## src/design/fsg_pkg.sv

```systemverilog
// constants and types for the flash security id debug gate
// How it works
// - ten id bytes held at fixed flash addresses
// - last byte bit seven permits the emulator
// - full match releases flash read and emulation
// - cleared permission flag refuses debugging despite match
// - pin reset masked for core during break
// - pin reset still resets port buffers
// - software breakpoints off after pin reset while running or watchdog reset, back at break
// - reset while running flags break handling unreliable
// - reset while running during flash dma or monitor flagged
package fsg_pkg;
  localparam int ADDR_W = 24; // flash byte address width
  localparam logic [ADDR_W-1:0] ID_BASE = 24'h000070; // first id byte
  localparam logic [ADDR_W-1:0] ID_LAST = 24'h000079; // last id byte, holds the flag
  localparam logic [3:0] ID_LEN = 4'ha; // id length in bytes
  localparam logic [3:0] ID_LAST_IDX = 4'h9; // index of the flag byte
  localparam int PERM_BIT = 7; // emulator permission bit in last byte
  localparam logic SECURED_RST = 1'b1; // device starts secured
  localparam logic SWBP_RST = 1'b1; // breakpoints usable after reset
  localparam logic PIN_IDLE = 1'b1; // reset pin released level

  // gray codes along idle, fetch, wait, compare, done
  typedef enum logic [2:0] {
    ST_IDLE = 3'h0,
    ST_FETCH = 3'h1,
    ST_WAIT = 3'h3,
    ST_CMP = 3'h2,
    ST_DONE = 3'h6
  } fsg_state_t;

  typedef struct packed {
    fsg_state_t st; // authentication sequencer
    logic [3:0] idx; // byte under compare
    logic [7:0] stored; // stored byte just fetched
    logic mismatch; // any byte differed so far
    logic perm; // permission flag from last byte
    logic secured; // flash and emulator locked
    logic rd_en; // flash readout allowed
    logic dbg_en; // emulator allowed
    logic done; // end of an attempt, pulse
    logic fail; // attempt rejected, pulse
    logic flash_rd; // flash read strobe
    logic [ADDR_W-1:0] flash_addr; // flash read address
    logic s1; // pin synchroniser stages
    logic s2;
    logic s3;
    logic pin_lvl; // filtered reset pin level
    logic core_rst; // core reset request
    logic periph_rst; // peripheral reset request
    logic port_rst; // port buffer reset request
    logic swbp; // software breakpoints valid
    logic brk_unrel; // break handling disturbed
    logic rst_risk; // reset may be incomplete
  } fsg_regs_t;
endpackage

```

## src/design/fsg_gate.sv

```systemverilog
// security id gate with break aware reset control
module fsg_gate
  import fsg_pkg::*;
(
  input wire logic core_clk, // system clock, 10 mhz
  input wire logic srst, // synchronous reset, active high
  input wire logic dbg_start, // debugger asks for authentication, pulse
  input wire logic dbg_byte_valid, // candidate id byte present, pulse
  input wire logic [7:0] dbg_byte, // candidate id byte, ascending order
  output logic flash_rd, // flash read strobe, pulse
  output logic [ADDR_W-1:0] flash_addr, // flash read address
  input wire logic flash_rvalid, // flash read data valid, pulse
  input wire logic [7:0] flash_rdata, // flash read data
  output logic secured, // device locked, level
  output logic flash_read_en, // flash readout permitted, level
  output logic debug_en, // emulator permitted, level
  output logic auth_done, // attempt finished, pulse
  output logic auth_fail, // attempt rejected, pulse
  input wire logic reset_pin_n, // external reset pin, active low, async
  input wire logic cpu_in_break, // processor halted at a break
  input wire logic wdt_reset, // watchdog internal reset, pulse
  input wire logic int_reset, // other internal reset, pulse
  input wire logic hw_break, // hardware break taken, pulse
  input wire logic forced_break, // forced break taken, pulse
  input wire logic dma_flash_wr, // dma rewriting flash
  input wire logic ram_mon_rd, // ram monitor read in progress
  output logic core_reset, // reset to processor core
  output logic periph_reset, // reset to peripheral modules
  output logic port_buf_reset, // reset to port i/o buffers
  output logic swbp_valid, // software breakpoints active
  output logic brk_unreliable, // break may misbehave, sticky
  output logic rst_incomplete // reset may be partial, sticky
);
  fsg_regs_t r_reg; // all state
  fsg_regs_t r_next; // its next value
  logic pin_act; // reset pin asserted after filtering
  logic running; // program executing, not at a break
  logic any_rst; // any reset source this cycle

  // id byte address from its index
  function automatic logic [ADDR_W-1:0] id_addr(input logic [3:0] i);
    id_addr = ID_BASE + {{(ADDR_W-4){1'b0}}, i};
  endfunction

  assign pin_act = !r_reg.pin_lvl;
  assign running = !cpu_in_break;
  assign any_rst = pin_act | wdt_reset | int_reset;

  // next state logic
  always_comb begin
    r_next = r_reg;
    r_next.done = 1'b0;
    r_next.fail = 1'b0;
    r_next.flash_rd = 1'b0;
    // pin synchroniser, level counts when stages two and three agree
    r_next.s1 = reset_pin_n;
    r_next.s2 = r_reg.s1;
    r_next.s3 = r_reg.s2;
    if (r_reg.s2 == r_reg.s3) begin
      r_next.pin_lvl = r_reg.s3;
    end
    unique case (r_reg.st)
      ST_IDLE: begin
        // requests while busy are dropped, not queued
        if (dbg_start) begin
          r_next.st = ST_FETCH;
          r_next.idx = 4'h0;
          r_next.mismatch = 1'b0;
          r_next.perm = 1'b0;
        end
      end
      ST_FETCH: begin
        // one stored byte per step, lowest address first
        r_next.flash_rd = 1'b1;
        r_next.flash_addr = id_addr(r_reg.idx);
        r_next.st = ST_WAIT;
      end
      ST_WAIT: begin
        if (flash_rvalid) begin
          r_next.stored = flash_rdata;
          if (r_reg.idx == ID_LAST_IDX) begin
            r_next.perm = flash_rdata[PERM_BIT];
          end
          r_next.st = ST_CMP;
        end
      end
      ST_CMP: begin
        if (dbg_byte_valid) begin
          // sticky: one bad byte spoils the whole attempt
          if (dbg_byte != r_reg.stored) begin
            r_next.mismatch = 1'b1;
          end
          if (r_reg.idx == ID_LAST_IDX) begin
            r_next.st = ST_DONE;
          end else begin
            r_next.idx = r_reg.idx + 4'h1;
            r_next.st = ST_FETCH;
          end
        end
      end
      ST_DONE: begin
        r_next.done = 1'b1;
        r_next.st = ST_IDLE;
        if (r_reg.mismatch) begin
          // a failed retry relocks a device already opened
          r_next.fail = 1'b1;
          r_next.secured = 1'b1;
          r_next.rd_en = 1'b0;
          r_next.dbg_en = 1'b0;
        end else begin
          r_next.secured = 1'b0;
          r_next.rd_en = 1'b1;
          r_next.dbg_en = r_reg.perm;
        end
      end
      default: begin
        r_next.st = ST_IDLE;
      end
    endcase
    // pin reset is masked for core and peripherals at a break
    r_next.core_rst = (pin_act & running) | wdt_reset | int_reset;
    r_next.periph_rst = (pin_act & running) | wdt_reset | int_reset;
    // port buffers follow the pin even when masked
    r_next.port_rst = pin_act;
    // a reset reaching the core relocks the gate
    if (r_next.core_rst) begin
      r_next.st = ST_IDLE;
      r_next.secured = SECURED_RST;
      r_next.rd_en = 1'b0;
      r_next.dbg_en = 1'b0;
    end
    // breakpoints lost on pin reset while running or on watchdog reset; a break restores, and wins
    if ((pin_act & running) | wdt_reset) begin
      r_next.swbp = 1'b0;
    end
    if (hw_break | forced_break) begin
      r_next.swbp = 1'b1;
    end
    // warning flags, cleared only by srst
    if (any_rst & running) begin
      r_next.brk_unrel = 1'b1;
    end
    if (any_rst & running & (dma_flash_wr | ram_mon_rd)) begin
      r_next.rst_risk = 1'b1;
    end
  end

  // state register
  always_ff @(posedge core_clk) begin
    if (srst) begin
      r_reg <= '0;
      r_reg.st <= ST_IDLE;
      r_reg.secured <= SECURED_RST;
      r_reg.swbp <= SWBP_RST;
      r_reg.s1 <= PIN_IDLE;
      r_reg.s2 <= PIN_IDLE;
      r_reg.s3 <= PIN_IDLE;
      r_reg.pin_lvl <= PIN_IDLE;
    end else begin
      r_reg <= r_next;
    end
  end

  assign flash_rd = r_reg.flash_rd;
  assign flash_addr = r_reg.flash_addr;
  assign secured = r_reg.secured;
  assign flash_read_en = r_reg.rd_en;
  assign debug_en = r_reg.dbg_en;
  assign auth_done = r_reg.done;
  assign auth_fail = r_reg.fail;
  assign core_reset = r_reg.core_rst;
  assign periph_reset = r_reg.periph_rst;
  assign port_buf_reset = r_reg.port_rst;
  assign swbp_valid = r_reg.swbp;
  assign brk_unreliable = r_reg.brk_unrel;
  assign rst_incomplete = r_reg.rst_risk;
endmodule

```

## config.mk

```make
export PLATFORM = sky130hd
export DESIGN_NAME = fsg_gate
export DESIGN_NICKNAME = d
export VERILOG_FILES = /design/src/design/fsg_pkg.sv /design/src/design/fsg_gate.sv
export SDC_FILE = /design/constraint.sdc
export NUM_CORES = 1
export LEC_CHECK = 0
export ABC_AREA = 1
export BUFFER_PORTS_ARGS = -buffer_cell sky130_fd_sc_hd__buf_4
export CORE_ASPECT_RATIO = 1.25
export CORE_MARGIN = 4
export CORE_UTILIZATION = 38
export CTS_CLUSTER_SIZE = 20
export DETAILED_ROUTE_END_ITERATION = 16
export HOLD_SLACK_MARGIN = 0.06
export SYNTH_ARGS = -nofsm -noshare
export SYNTH_HDL_FRONTEND = slang
export SYNTH_SLANG_ARGS = --single-unit
```

## constraint.sdc

```tcl
create_clock -name core_clk -period 1.7 [get_ports core_clk]
set_input_delay 0.085 -clock core_clk [delete_from_list [all_inputs] [get_ports core_clk]]
set_output_delay 0.085 -clock core_clk [all_outputs]
set_load 0.01 [all_outputs]
```

## After elaboration in Yosys (flattened, before gate mapping)

Index checks and enable logic that the tools add are counted.

- Equality and inequality tests: 13
- Muxes and demuxes: 18
- $add $sub $neg: 2
- Reductions and logical operators: 13
- Bitwise logic cells: 10

Operators by type and width:

| kind | number |
|---|---|
| 25-bit two-way mux | 1 |
| 7-bit two-way mux | 2 |
| 2-bit != test (second input constant) | 6 |
| 3-bit case mux with 4 select lines | 1 |
| 4-bit AND reduction | 3 |
| 3-bit two-way mux | 3 |
| 7-bit by 4-bit adder with 8-bit output (first input constant) | 1 |
| 8-bit != test | 1 |
| 4-bit case mux with 2 select lines | 1 |
| 3-bit by 2-bit == test with 1-bit output (second input constant) | 2 |
| 1-bit OR | 6 |
| 2-bit OR reduction | 3 |
| 1-bit two-way mux | 5 |
| 4-bit by 1-bit adder with 4-bit output (second input constant) | 1 |
| 4-bit == test (second input constant) | 1 |
| 2-bit two-way mux | 2 |
| 4-bit two-way mux | 1 |
| 1-bit case mux with 2 select lines | 2 |
| 2-bit nonzero test | 2 |
| 1-bit AND | 3 |
| 3-bit by 1-bit == test with 1-bit output (second input constant) | 1 |
| 3-bit == test (second input constant) | 1 |
| 3-bit logical NOT | 1 |
| 3-bit AND reduction | 1 |
| other kinds (4) | 5 |

- Logic and storage cells: 77
- Bits in registers: 56
- Bits of input ports: 29
- Output and inout port bits: 36

## Longest topological paths before layout

- Word-level depth: 5
- Gate-level depth with buffers: 10
- Gate-level depth less buffers: 10

## Least setup slack after synthesis

Ideal clock, no wire load.

- Kind: flip-flop to flip-flop
- Start point: reg r_reg[51] (netlist name)
- End point: reg r_reg[50] (netlist name)
- Path buffers: 0
- Arrival time: 1.147 ns
- Clock period less this slack: 1.260 ns
- Path slack: 0.440 ns
- Stages on the path, launching flop included: 11
- Setup time: 0.113 ns
- Data required time: 1.587 ns
- Path through: dfxtp_1 -> inv_1 -> ha_1 -> nand2_1 -> nor2_1 -> nand2_1 -> nand2_2 -> nor2_4 -> o21ai_0 -> nand2_1 -> nor2_1

- Word-level cells in the longest chain between the ends: 3

RTL lines:

| item | RTL line | text |
|---|---|---|
| from (decl) | fsg_gate.sv:34 | `fsg_regs_t r_reg;` |
| from (signal assigned) | fsg_gate.sv:160 | `r_reg <= r_next;` |
| 4-bit == test | fsg_gate.sv:93 | `if (r_reg.idx == ID_LAST_IDX) begin` |
| 2-bit != test (no line) | - |  |
| 4-bit AND reduction (no line) | - |  |

No other way between the ends.
A chain may end at the register's enable or synchronous reset.

## Worst setup path in the final report

- Start point: reg r_reg[54] (netlist name)
- End point: reg r_reg[40] (netlist name)

- Word-level cells in the longest chain between the ends: 3
- Elaborated cells between the ends (all ways): 8
- Classes of those cells: 4 x eq/ne; 1 x mux; 3 x reduce/logical

RTL lines:

| item | RTL line | text |
|---|---|---|
| 3-bit by 2-bit == test with 1-bit output / 3-bit logical NOT (equally long branches) | fsg_gate.sv:62 | `unique case (r_reg.st)` |
| 2-bit != test (no line) / 2-bit nonzero test (equally long branches) | - |  |
| 4-bit AND reduction (no line) | - |  |

Parallel ways exist; a longest one is shown, timed or not.

==> impl_metrics.ini <==
[flow_run]
maxCapViolCount = 0

[timing]
slew_viol_final = 0
setup_viol = 0
rsz0062_at_grt = false
hold_violations = 0
setup_tns_ns = 0
max_freq_mhz = 688
min_period_over_period_pct = 85.5
min_period_ns = 1.45
whs_ns = 0.0688
clock-skew-final_ns = 0.00483

[synthesis]
ys_warn_count = 0
netlist.area_leader.share_pct = 41.7
synth_seq_area_share_pct = 41.7
synthXorXnorAreaFrac_pct = 3.45
synth_compound_area_share_pct = 10.2
async_flop_share_pct = 0
yosys-top-cells-count = 42 x nand2_1, 37 x dfxtp_1, 30 x nor2_1
yosysMostFrequentCell = nand2_1
synth_top_family_by_area = simple AND/OR/NAND/NOR gates
syn_inst = 238
synth-main-ff-cell = dfxtp_1
avgSynthCellArea_um2 = 7.47
muxShareOfSynthArea_pct = 0
yosys.area_share.adder_pct = 1.97
synth_edf_count = 0
synthTopCellsByArea = dfxtp_1 42%, buf_4 11%, nand2_1 8.9%
synth_seq_cells = 37
yosys.area.top_type = dfxtp_1
netlist_area_mm2 = 0.00178
synthSimpleGateAreaFrac_pct = 25.7
ys_types = 29

[global_route]
grt_antenna_before_repair = 0
grt_max_degree = 22
grt_pass1_wl_um = 5970
grt_pass1_vias = 1358
grt_overflow = 0
grtUsageTotal_pct = 12.4

[setup_path]
critPathCaptureType = register
slowest_stage = dfxtp_1
critPathKind = register to register
startpoint_type = register
required_ns = 1.92
worstPathCellList = nand3_2 -> inv_2 -> nand2_1 -> nor2_1 -> nand3_1 -> a21oi_1
cp_max_fo = 12
slowest_delay_ns = 0.46
arrival_ns = 1.67

[outcome]
status = finished, final reports clean

[cells_and_area]
final_area_mm2 = 0.00220
insertedDiodeCount = 0
fin_cells = 343
nNetsFinal = 315
largest_reg_flops = 19
area_delta_synth_final_pct = 23.9
drive_above_1_share_pct = 25.6

[route]
dr_total_vias = 1492
antenna_left = 0
drt_pass1_iterations = 5
first_iter_violations = 59
totalWireLength_um = 3650
via_per_inst = 4.35
wl_per_cell_um = 10.6
drcViolationCount = 0

[cts]
clk_latency_ns = 0.29
postCtsSetupBuffers = 0
numCtsBuffers = 5
cts_tree = done
path_clk_slew_ns = 0.07
root_buffer = clkbuf_8
htree_levels = 2
clkSinkCount = 37
cts.path.max_buffers = 2

[power]
peakVddDrop_mv = 0.330
p_total_w = 0.00173
power_leakage_nw = 1.02
p_per_area_mw_per_mm2 = 788

[placed_design]
gp_congestion = 0.854
numPortBuffers = 47
placed_cells = 331
detailed_place.area_mm2 = 0.00207
place_hpwl_um = 2810

[floorplan]
die_w_um = 69.2
io-pin-count = 65
rows = 27
die_area_mm2 = 0.00584
die_h_um = 84.5
start_util_pct = 39.8
core_mm2 = 0.00446

[min_path]
worstHoldPathType = input port to register
cell usage in the layout (no fill, tap or decap), drive strengths merged:
cell type / Yosys / layout
xnor2: 6 / 6
nor2: 34 / 34
a21oi: 18 / 18
a211o: 1 / 1
dfxtp: 37 / 37
o21a: 1 / 1
or2: 4 / 4
nand3: 14 / 14
maj3: 1 / 1
ha: 2 / 2
o31ai: 1 / 1
dlygate4sd3: 0 / 4
a211oi: 1 / 1
clkbuf: 3 / 6
nor3: 3 / 3
conb: 1 / 17
xor2: 1 / 1
o21ai: 12 / 12
nand2: 46 / 46
clkinv: 0 / 2
inv: 25 / 25
buf: 26 / 48
nand3b: 1 / 1
power breakdown:
part / total, W / switching [W] / leakage [nW] / internal (W)
sequential: 0.000898 / 0.0000126 / 0.301 / 0.000886
clock: 0.000639 / 0.000310 / 0.0512 / 0.000328
combinational: 0.000197 / 0.0000999 / 0.667 / 0.0000974
through the flow:
step           utilization [%]  worst slack, ns
3_5_place_dp              46.3            0.250
4_1_cts                   49.2            0.233
6_report                  49.4            0.247
3_3_place_gp              46.3            0.321
5_1_grt                   49.4           0.0885
2_1_floorplan                -            0.440
final timing paths:
kind / startpoint / endpoint / slack (ns) / cells past startpoint
worst min-delay path: wdt_reset / swbp_valid / 0.07 / 4
worst min register to register: r_next[8] / r_next[7] / 0.42 / 1
worst max register to register: r_reg[54] / r_reg[40] / 0.25 / 6
worst max-delay path: r_reg[54] / r_reg[40] / 0.25 / 6
area by class of cell:
class	instances	area, um2
inverters	25	93.8
clock inverters	2	13.8
flip-flops and latches	37	741
multi-input cells	163	798
repair buffers	52	400
clock buffers	6	82.6
well taps	58	72.6
fillers	489	2260
layer usage:
layer / global-route usage [%] / part of all wire [%] / routed length (um) / vias to the layer above
li1: - / - / - / 794
met1: 14.4 / 46 / 1690 / 649
met2: 20.9 / 45 / 1650 / 44
met3: 3.95 / 6.4 / 235 / 5
met4: 5.33 / 1.9 / 70 / 0
met5: 0 / 0 / 0 / -
logic make-up after synthesis:
| group | after synthesis |
|---|---|
| xor gates and xnor gates | 7 |
| and+or+nand+nor | 102 |
| adders and majority gates | 3 |
| other | 1 |
| AOI/OAI and AO/OA | 34 |
| DFF | 37 |
| buffers and inverters | 54 |
worst max-delay path: cells and delay by family, from the launching register on:
family | cells | cell delay (ns)
and+or+nand+nor | 4 | 0.67
AOI/OAI and AO/OA | 1 | 0.13
buffers and inverters | 1 | 0.12
DFF | 1 | 0.46
repair_timing:
action / 4_1_cts / 5_1_grt
gates resized for setup: 0 / 0
endpoints found under the hold margin: 2 / 1
hold buffers: 3 / 1
No activity file was read; power rests on OpenSTA's default activity.
